$ cat config.mk
export PLATFORM = sky130hd
export DESIGN_NAME = codec_timing_control
export DESIGN_NICKNAME = d
export VERILOG_FILES = /design/src/core/codec_pkg.sv /design/src/core/codec_timing_control.sv /design/src/core/sample_fifo.sv
export SDC_FILE = /design/constraint.sdc
export NUM_CORES = 1
export LEC_CHECK = 0
export BUFFER_PORTS_ARGS = -buffer_cell sky130_fd_sc_hd__buf_2
export CAP_MARGIN = 10
export CORE_MARGIN = 2
export CORE_UTILIZATION = 60
export CTS_CLUSTER_SIZE = 16
export DETAILED_ROUTE_END_ITERATION = 6
export PLACE_DENSITY = 0.8
export SYNTH_ARGS = -nofsm -noshare
export SYNTH_HDL_FRONTEND = slang
export SYNTH_SLANG_ARGS = --single-unit
$ cat constraint.sdc
create_clock -name clk_sys -period 4.45 [get_ports clk_sys]
set_input_delay 0.2225 -clock clk_sys [delete_from_list [all_inputs] [get_ports clk_sys]]
set_output_delay 0.2225 -clock clk_sys [all_outputs]
set_load 0.01 [all_outputs]
$ cat src/core/codec_pkg.sv
// Shared constants for the codec sample timing control block
//==========================================================
// Notes on behaviour
// - Input gain of 1, 2 or 4 applies to primary and auxiliary inputs.
// - Control bit chooses primary or auxiliary input pair for receive path.
// - Control bit inserts or bypasses the receive bandpass filter.
// - Receive counter A divides master clock into the receive filter clock.
// - Receive counter B divides receive filter clock into the A/D strobe.
// - Transmit counter B divides transmit filter clock into the D/A strobe.
// - Asynchronous mode derives both filter clocks through separate counter chains.
// - Asynchronous mode sets D/A and A/D rates from their own dividers.
// - Synchronous mode clocks both filters from the transmit filter clock.
// - Synchronous mode takes the A/D strobe from the D/A timing.
// - Four serial modes: async or sync timing, byte or word framing.
// - Active-low reset initialises every register including control, except the FIFO word storage.
// - After reset, serial exchanges run without any configuration writes.
// - Reset loads both rate adjust registers with one.
// - Reset sets control bits 7, 6, 5, 2 and clears bits 4, 3.
// - Serial shift clock is the master clock divided by four.
// - Byte modes send each word as two bytes with separate frame syncs.
package codec_pkg;
   // Register word indices on the bus
   localparam logic [3:0] REG_CTRL = 4'h0;
   localparam logic [3:0] REG_TXA = 4'h1;
   localparam logic [3:0] REG_TXB = 4'h2;
   localparam logic [3:0] REG_RXA = 4'h3;
   localparam logic [3:0] REG_RXB = 4'h4;
   localparam logic [3:0] REG_TXADJ = 4'h5;
   localparam logic [3:0] REG_RXADJ = 4'h6;
   localparam logic [3:0] REG_STATUS = 4'h7;
   // Control fields
   localparam int CTL_FILT = 2;
   localparam int CTL_LOOP = 3;
   localparam int CTL_AUX = 4;
   localparam int CTL_SYNC = 5;
   localparam int CTL_GAIN = 6;
   // Reset values
   localparam logic [7:0] CTRL_RESET = 8'hE4;
   localparam logic [7:0] TXA_RESET = 8'h12;
   localparam logic [7:0] TXB_RESET = 8'h24;
   localparam logic [7:0] RXA_RESET = 8'h12;
   localparam logic [7:0] RXB_RESET = 8'h24;
   localparam logic [7:0] ADJ_RESET = 8'h01;
   // Serial framing
   localparam int WORD_BITS = 16;
   localparam logic [3:0] BYTE_LAST = 4'h7;
   localparam logic [3:0] WORD_LAST = 4'hF;
   localparam logic [1:0] SHIFT_LAST = 2'h3;
   localparam int FIFO_DEPTH = 4;
endpackage

$ cat src/core/codec_timing_control.sv
// Sample timing, control register and serial port of the codec
//
// Local design decisions: the register addresses and register access over Avalon-MM.
`timescale 1ns/1ps
module codec_timing_control (
   // Clock and reset
   input wire logic clk_sys,
   input wire logic rst_n,
   // Register bus
   input wire logic [3:0] address,
   input wire logic read,
   input wire logic write,
   input wire logic [31:0] writedata,
   output logic [31:0] readdata,
   output logic waitrequest,
   // Serial pins
   input wire logic wordModePin,
   input wire logic serialDataToDevice,
   output logic serialDataFromDevice,
   output logic shiftClk,
   output logic frameSyncTx_n,
   output logic frameSyncRx_n,
   // Converter side
   input wire logic [15:0] adcSample,
   output logic [15:0] dacWord,
   output logic dacValid,
   input wire logic dacReady,
   output logic txFiltTick,
   output logic rxFiltTick,
   output logic dacStrobe,
   output logic adcStrobe,
   // Analog settings
   output logic [2:0] gainFactor,
   output logic auxSelect,
   output logic filterInsert,
   output logic loopbackEn
);
   typedef enum logic [1:0] {ST_IDLE, ST_DATA, ST_GAP} frame_t;

   logic [7:0] ctrl;
   logic [7:0] txA;
   logic [7:0] txB;
   logic [7:0] rxA;
   logic [7:0] rxB;
   logic [7:0] txAdj;
   logic [7:0] rxAdj;
   logic ack;
   logic wrEn;
   logic syncMode;
   logic [7:0] txACnt;
   logic [7:0] txBCnt;
   logic [7:0] rxACnt;
   logic [7:0] rxBCnt;
   logic rxATick;
   logic rxBTick;
   logic [1:0] shiftDiv;
   logic bitTick;
   logic [1:0] wordSync;
   logic [1:0] dxSync;
   frame_t state;
   logic [3:0] bitCnt;
   logic pending;
   logic [15:0] adcHold;
   logic [15:0] txShift;
   logic [15:0] rxShift;
   logic pushValid;
   logic pushReady;
   logic frameStart;
   logic frameDone;
   logic [2:0] fifoLevel;
   logic seenClk;

   //==========================================================
   // Helpers
   function automatic logic expired(input logic [7:0] cnt);
      return cnt <= 8'h01;
   endfunction

   function automatic logic [7:0] countNext(input logic [7:0] cnt, input logic [7:0] load);
      return expired(cnt) ? load : cnt - 8'h01;
   endfunction

   function automatic logic [2:0] gainOf(input logic [1:0] code);
      case (code)
         2'h1: return 3'h2;
         2'h2: return 3'h4;
         default: return 3'h1;
      endcase
   endfunction

   //==========================================================
   // Register bus
   assign waitrequest = (read || write) && !ack;
   assign wrEn = write && ack;

   always_ff @(posedge clk_sys or negedge rst_n) begin
      if (!rst_n) begin
         ack <= 1'b0;
      end else begin
         ack <= (read || write) && !ack;
      end
   end

   always_ff @(posedge clk_sys or negedge rst_n) begin
      if (!rst_n) begin
         ctrl <= codec_pkg::CTRL_RESET;
         txA <= codec_pkg::TXA_RESET;
         txB <= codec_pkg::TXB_RESET;
         rxA <= codec_pkg::RXA_RESET;
         rxB <= codec_pkg::RXB_RESET;
         txAdj <= codec_pkg::ADJ_RESET;
         rxAdj <= codec_pkg::ADJ_RESET;
      end else if (wrEn) begin
         case (address)
            codec_pkg::REG_CTRL: ctrl <= writedata[7:0];
            codec_pkg::REG_TXA: txA <= writedata[7:0];
            codec_pkg::REG_TXB: txB <= writedata[7:0];
            codec_pkg::REG_RXA: rxA <= writedata[7:0];
            codec_pkg::REG_RXB: rxB <= writedata[7:0];
            codec_pkg::REG_TXADJ: txAdj <= writedata[7:0];
            codec_pkg::REG_RXADJ: rxAdj <= writedata[7:0];
            default: ;
         endcase
      end
   end

   always_ff @(posedge clk_sys or negedge rst_n) begin
      if (!rst_n) begin
         readdata <= '0;
      end else if (read && !ack) begin
         case (address)
            codec_pkg::REG_CTRL: readdata <= {24'h00_0000, ctrl};
            codec_pkg::REG_TXA: readdata <= {24'h00_0000, txA};
            codec_pkg::REG_TXB: readdata <= {24'h00_0000, txB};
            codec_pkg::REG_RXA: readdata <= {24'h00_0000, rxA};
            codec_pkg::REG_RXB: readdata <= {24'h00_0000, rxB};
            codec_pkg::REG_TXADJ: readdata <= {24'h00_0000, txAdj};
            codec_pkg::REG_RXADJ: readdata <= {24'h00_0000, rxAdj};
            codec_pkg::REG_STATUS:
               readdata <= {24'h00_0000, pending, wordSync[1], state != ST_IDLE, 2'h0, fifoLevel};
            default: readdata <= '0;
         endcase
      end
   end

   //==========================================================
   // Analog settings
   assign syncMode = ctrl[codec_pkg::CTL_SYNC];
   assign gainFactor = gainOf(ctrl[codec_pkg::CTL_GAIN +: 2]);
   assign auxSelect = ctrl[codec_pkg::CTL_AUX];
   assign filterInsert = ctrl[codec_pkg::CTL_FILT];
   assign loopbackEn = ctrl[codec_pkg::CTL_LOOP];

   //==========================================================
   // Divider chains
   always_ff @(posedge clk_sys or negedge rst_n) begin
      if (!rst_n) begin
         txACnt <= codec_pkg::TXA_RESET;
         txBCnt <= codec_pkg::TXB_RESET;
         txFiltTick <= 1'b0;
         dacStrobe <= 1'b0;
      end else begin
         txACnt <= countNext(txACnt, txA);
         txFiltTick <= expired(txACnt);
         dacStrobe <= txFiltTick && expired(txBCnt);
         if (txFiltTick) begin
            txBCnt <= countNext(txBCnt, txB);
         end
      end
   end

   always_ff @(posedge clk_sys or negedge rst_n) begin
      if (!rst_n) begin
         rxACnt <= codec_pkg::RXA_RESET;
         rxBCnt <= codec_pkg::RXB_RESET;
         rxATick <= 1'b0;
         rxBTick <= 1'b0;
      end else begin
         rxACnt <= countNext(rxACnt, rxA);
         rxATick <= expired(rxACnt);
         rxBTick <= rxFiltTick && expired(rxBCnt);
         if (rxFiltTick) begin
            rxBCnt <= countNext(rxBCnt, rxB);
         end
      end
   end

   assign rxFiltTick = syncMode ? txFiltTick : rxATick;
   assign adcStrobe = syncMode ? dacStrobe : rxBTick;

   //==========================================================
   // Pin synchronisers and shift clock
   always_ff @(posedge clk_sys or negedge rst_n) begin
      if (!rst_n) begin
         wordSync <= 2'h0;
         dxSync <= 2'h0;
      end else begin
         wordSync <= {wordSync[0], wordModePin};
         dxSync <= {dxSync[0], serialDataToDevice};
      end
   end

   always_ff @(posedge clk_sys or negedge rst_n) begin
      if (!rst_n) begin
         shiftDiv <= 2'h0;
         shiftClk <= 1'b0;
      end else begin
         shiftDiv <= shiftDiv + 2'h1;
         shiftClk <= shiftDiv[1];
      end
   end

   assign bitTick = (shiftDiv == codec_pkg::SHIFT_LAST);

   //==========================================================
   // Serial frame engine
   assign frameStart = bitTick && state == ST_IDLE && pending && pushReady;
   assign frameDone = bitTick && state == ST_DATA && bitCnt == codec_pkg::WORD_LAST;

   always_ff @(posedge clk_sys or negedge rst_n) begin
      if (!rst_n) begin
         pending <= 1'b0;
      end else if (dacStrobe) begin
         pending <= 1'b1;
      end else if (frameStart) begin
         pending <= 1'b0;
      end
   end

   always_ff @(posedge clk_sys or negedge rst_n) begin
      if (!rst_n) begin
         adcHold <= '0;
      end else if (adcStrobe) begin
         adcHold <= adcSample;
      end
   end

   always_ff @(posedge clk_sys or negedge rst_n) begin
      if (!rst_n) begin
         state <= ST_IDLE;
         bitCnt <= 4'h0;
         txShift <= '0;
         rxShift <= '0;
      end else if (bitTick) begin
         case (state)
            ST_IDLE: begin
               if (frameStart) begin
                  state <= ST_DATA;
                  bitCnt <= 4'h0;
                  txShift <= adcHold;
               end
            end
            ST_DATA: begin
               rxShift <= {rxShift[14:0], dxSync[1]};
               txShift <= {txShift[14:0], 1'b0};
               bitCnt <= bitCnt + 4'h1;
               if (bitCnt == codec_pkg::WORD_LAST) begin
                  state <= ST_IDLE;
               end else if (bitCnt == codec_pkg::BYTE_LAST && !wordSync[1]) begin
                  state <= ST_GAP;
               end
            end
            ST_GAP: state <= ST_DATA;
            default: state <= ST_IDLE;
         endcase
      end
   end

   always_ff @(posedge clk_sys or negedge rst_n) begin
      if (!rst_n) begin
         pushValid <= 1'b0;
      end else begin
         pushValid <= frameDone;
      end
   end

   assign serialDataFromDevice = txShift[15];
   assign frameSyncTx_n = (state != ST_DATA);
   assign frameSyncRx_n = (state != ST_DATA);

   //==========================================================
   // Received word buffer
   sample_fifo #(
      .WIDTH(codec_pkg::WORD_BITS),
      .DEPTH(codec_pkg::FIFO_DEPTH)
   ) u_fifo (
      .clk_sys(clk_sys),
      .rst_n(rst_n),
      .inValid(pushValid),
      .inReady(pushReady),
      .inData(rxShift),
      .outValid(dacValid),
      .outReady(dacReady),
      .outData(dacWord),
      .level(fifoLevel)
   );

   //==========================================================
   // Checks
   always_ff @(posedge clk_sys or negedge rst_n) begin
      if (!rst_n) begin
         seenClk <= 1'b0;
      end else begin
         seenClk <= 1'b1;
      end
   end
endmodule // codec_timing_control

$ cat src/core/sample_fifo.sv
// Small synchronous FIFO with valid/ready on both sides
`timescale 1ns/1ps
module sample_fifo #(
   parameter int WIDTH = 16,
   parameter int DEPTH = 4
) (
   // Clock and reset
   input wire logic clk_sys,
   input wire logic rst_n,
   // Fill side
   input wire logic inValid,
   output logic inReady,
   input wire logic [WIDTH-1:0] inData,
   // Drain side
   output logic outValid,
   input wire logic outReady,
   output logic [WIDTH-1:0] outData,
   output logic [$clog2(DEPTH):0] level
);
   localparam int AW = $clog2(DEPTH);
   logic [WIDTH-1:0] mem [DEPTH];
   logic [AW-1:0] wrPtr;
   logic [AW-1:0] rdPtr;
   logic push;
   logic pop;

   assign inReady = (level != (AW+1)'(DEPTH));
   assign outValid = (level != '0);
   assign outData = mem[rdPtr];
   assign push = inValid && inReady;
   assign pop = outValid && outReady;

   always_ff @(posedge clk_sys) begin
      if (push) begin
         mem[wrPtr] <= inData;
      end
   end

   always_ff @(posedge clk_sys or negedge rst_n) begin
      if (!rst_n) begin
         wrPtr <= '0;
         rdPtr <= '0;
         level <= '0;
      end else begin
         if (push) begin
            wrPtr <= wrPtr + 1'b1;
         end
         if (pop) begin
            rdPtr <= rdPtr + 1'b1;
         end
         level <= level + (AW+1)'(push) - (AW+1)'(pop);
      end
   end
endmodule // sample_fifo

==> results.cfg <==
[placed_design]
place.gp.congestion = 0.933
dp_cells = 1060
place_ws_ns = 1.82
port_buffers = 74
hpwl_mm = 13.7

[critical_path]
end_kind = primary output
r2r_end = rxACnt[0]
ff2ff_path_depth = 5
crit_buf_inv = 1
slowest_delay_ns = 1.08
cp_cell_sequence = mux4_2, buf_2
start_kind = flop
arrival_ns = 2.39
path_max_fanout = 18
critPathKind = flop to primary output
crit_family = flip-flops
slowest_stage = dfrtp_1
rrSetupSlack_ns = 2.20
timing.rr.start = rxACnt[0]
crit_required_ns = 4.23

[clock_network]
clk_transition_reported_paths_ns = 0.06
clk_path_buf_depth = 3
htree_levels = 1
root_buffer = clkbuf_16
cts_tree = yes
cts_num_sinks = 235
clk_latency_ns = 0.50
postCtsSetupBuffers = 0
numCtsBuffers = 23

[route]
vias = 6567
viasPerCell = 5.85
drtPass1Iterations = 5
drc = 0
wl_mm = 21.0
post_drt_wl_per_cell_um = 18.8
ant_nets = 0
drt_iter0_drc = 503

[sta]
max_freq_ghz = 0.383
hold_viol_final = 0
finalMaxSlewViolations = 0
relSlewSlack = 0.260
setup_tns_ns = 0
setup_viol_count_final = 0
fin_crit_sh = 0.586
period_minus_slack_ns = 2.61
rsz0062_at_grt = no
tightest_slew_ns = 1.11
fin_skew_ns = 0.0166
setup_slack_ns = 1.84

[floorplan]
initial_utilization = 0.610
fp.coreArea_mm2 = 0.0172
io_pins = 123
dieHeight_um = 136
dieArea_mm2 = 0.0185
die_w_um = 136
fp-row-count = 48

[yosys]
ys_seq_area_frac = 0.594
synth_cell_types = 71
ys_warn_count = 0
synth_edf_count = 64
synthCells = 784
async_reset_ff_frac = 0.728
syn-mean-instance-area_um2 = 13.4
synth_seq_cells = 235
synth_flop_cell = dfrtp_1
netlist_area_mm2 = 0.0105

[grt]
grt_pass1_wl_mm = 34.0
grt-ovfl-total = 0
grt_pass1_vias = 6422
antenna_found_initial = 0
grt_start_max_net_pins = 95
gr-usage-all-layers = 0.235

[finish]
register_area_mm2 = 0.00623
multiInputGateArea_mm2 = 0.00393
drive_gt1_frac = 0.289
nNetsFinal = 959
fillCellCount = 1196
n_antenna_cell = 0
syn_to_final_growth_pct = 13.4
finalNonFillerCells = 1122

[min_path]
worstHoldPathType = input pin to flop
worstHoldStart = read
hold_depth = 3
min_to = ack

[pwr]
power.leakage_nw = 5.15
p_per_area_mw_per_mm2 = 571
ir_drop_mv = 0.384
power.total_mw = 6.78

[outcome]
status = finished, final reports clean

[job]
max_cap_viol_count = 0
[worst max path at each step]
stage	slack [ns]	to	from	depth (start not counted)
floorplan	2.31	u_fifo.level[2]	u_fifo.level[1]	8
CTS	1.76	dacWord[7]	u_fifo.rdPtr[0]	2
global placement	1.87	txAdj[4]	address[0]	5
finish	1.84	dacWord[8]	u_fifo.rdPtr[0]	2
global route	1.67	dacWord[7]	u_fifo.rdPtr[0]	2
detailed placement	1.82	txAdj[1]	address[0]	5
[cells by family (layout without fill, tap and decap cells)]
family,after synthesis,after routing,synth area share
XOR/XNOR,13,13,0.0109
AO/OA/AOI/OAI,133,133,0.0818
buffers and inverters,81,171,0.0401
multiplexers,138,138,0.163
other,1,24,0.000358
AND/OR/NAND/NOR,164,164,0.0861
flip-flops,235,235,0.594
adder cells (fa/ha/maj),19,19,0.0234
[Yosys cell counts (3+ instances only)]
cell        n  area, µm²
nor4_1      6       37.5
ha_1       18        225
a311oi_1    3       26.3
dfstp_2    22        578
edfxtp_1   64       1920
clkbuf_1   11       41.3
a211oi_1    4       30.0
a22oi_1     5       37.5
inv_1      30        113
nor3b_1     3       22.5
buf_4      27        203
xor2_1      5       43.8
a21o_1      4       30.0
nor2_1     42        158
mux2i_1    29        290
nor2b_1    11       68.8
mux2_2     92       1040
xnor2_1     8       70.1
a22o_1      5       43.8
mux4_2     17        383
nand3_1     6       30.0
nor3_1     16       80.1
nor3_4      3       48.8
a21oi_1    32        160
o21ai_0    32        160
nand2_1    34        128
a221oi_1    3       26.3
nand2b_1    6       37.5
or4_1       3       22.5
and2_1      3       18.8
or3_1       6       37.5
o31ai_1     5       37.5
dfrtp_1   149       3730
and3_1      9       56.3
buf_2      11       55.1
a31oi_1    15       93.8
[per-stage QoR]
stage / hold WS [ns] / util / instance area, µm²
CTS: 0.0147 / 0.691 / 11900
global route: 0.0304 / 0.692 / 11900
global placement: 0.309 / 0.639 / 11000
detailed placement: 0.310 / 0.639 / 11000
finish: 0.0242 / 0.692 / 11900
floorplan: -0.0731 / - / 10600
[tightest hold or removal path: cells and delay by family]
kind	cells	cell delay (ns)
AND/OR/NAND/NOR	2	0.13
buffers and inverters	1	0.12
[power by group]
| part | leakage (nW) | switching, mW | internal [mW] | total, mW |
|---|---|---|---|---|
| logic | 2.08 | 0.755 | 0.830 | 1.59 |
| registers | 2.73 | 0.554 | 2.82 | 3.38 |
| clock network | 0.343 | 0.773 | 1.05 | 1.82 |
[registers in the layout, summed over array words and instances, names as in the netlist, 3 cells and up]
register,count
adcHold,16
bitCnt,4
ctrl,8
readdata,8
rxA,8
rxACnt,8
rxAdj,8
rxB,8
rxBCnt,8
rxShift,16
txA,8
txACnt,8
txAdj,8
txB,8
txBCnt,8
txShift,16
u_fifo.level,3
u_fifo.mem,64
[placed cells by master (no fill, tap or decap), types with 6 or more instances in the layout]
| cell type | synthesis | final |
|---|---|---|
| and3_1 | 9 | 9 |
| nor2_1 | 42 | 42 |
| ha_1 | 18 | 18 |
| clkbuf_1 | 11 | 8 |
| clkbuf_16 | 0 | 23 |
| nor3_1 | 16 | 15 |
| mux2_2 | 92 | 92 |
| dfstp_2 | 22 | 22 |
| mux4_2 | 17 | 17 |
| nand2_1 | 34 | 34 |
| conb_1 | 1 | 24 |
| o21ai_0 | 32 | 32 |
| xnor2_1 | 8 | 8 |
| inv_1 | 30 | 30 |
| edfxtp_1 | 64 | 64 |
| buf_2 | 11 | 73 |
| a21oi_1 | 32 | 32 |
| or3_1 | 6 | 6 |
| nand2b_1 | 6 | 6 |
| a31oi_1 | 15 | 15 |
| nand3_1 | 6 | 6 |
| nor2b_1 | 11 | 10 |
| mux2i_1 | 29 | 28 |
| dfrtp_1 | 149 | 149 |
| dlygate4sd3_1 | 0 | 20 |
| nor4_1 | 6 | 6 |
[layout make-up]
type / count / share of cell area
well taps: 225 / 0.0237
repair buffers: 99 / 0.0531
flip-flops and latches: 235 / 0.524
inverters: 31 / 0.00979
clock inverters: 8 / 0.00558
multi-input cells: 491 / 0.331
clock buffers: 33 / 0.0533
[layer usage]
metal / GRT usage / up-vias / part of all wire
met4: 0.0602 / 0 / 0.021
met3: 0.0395 / 42 / 0.060
met1: 0.330 / 3283 / 0.42
met2: 0.387 / 214 / 0.49
met5: 0 / - / 0
li1: - / 3028 / -
[what timing repair did]
item / 4_1_cts / 5_1_grt
gates resized for setup: 0 / 0
endpoints found under the setup margin: 0 / 0
hold endpoints to repair: 82 / 0
hold buffers: 20 / 0
Note: power is estimated with default switching activity, not from simulation.
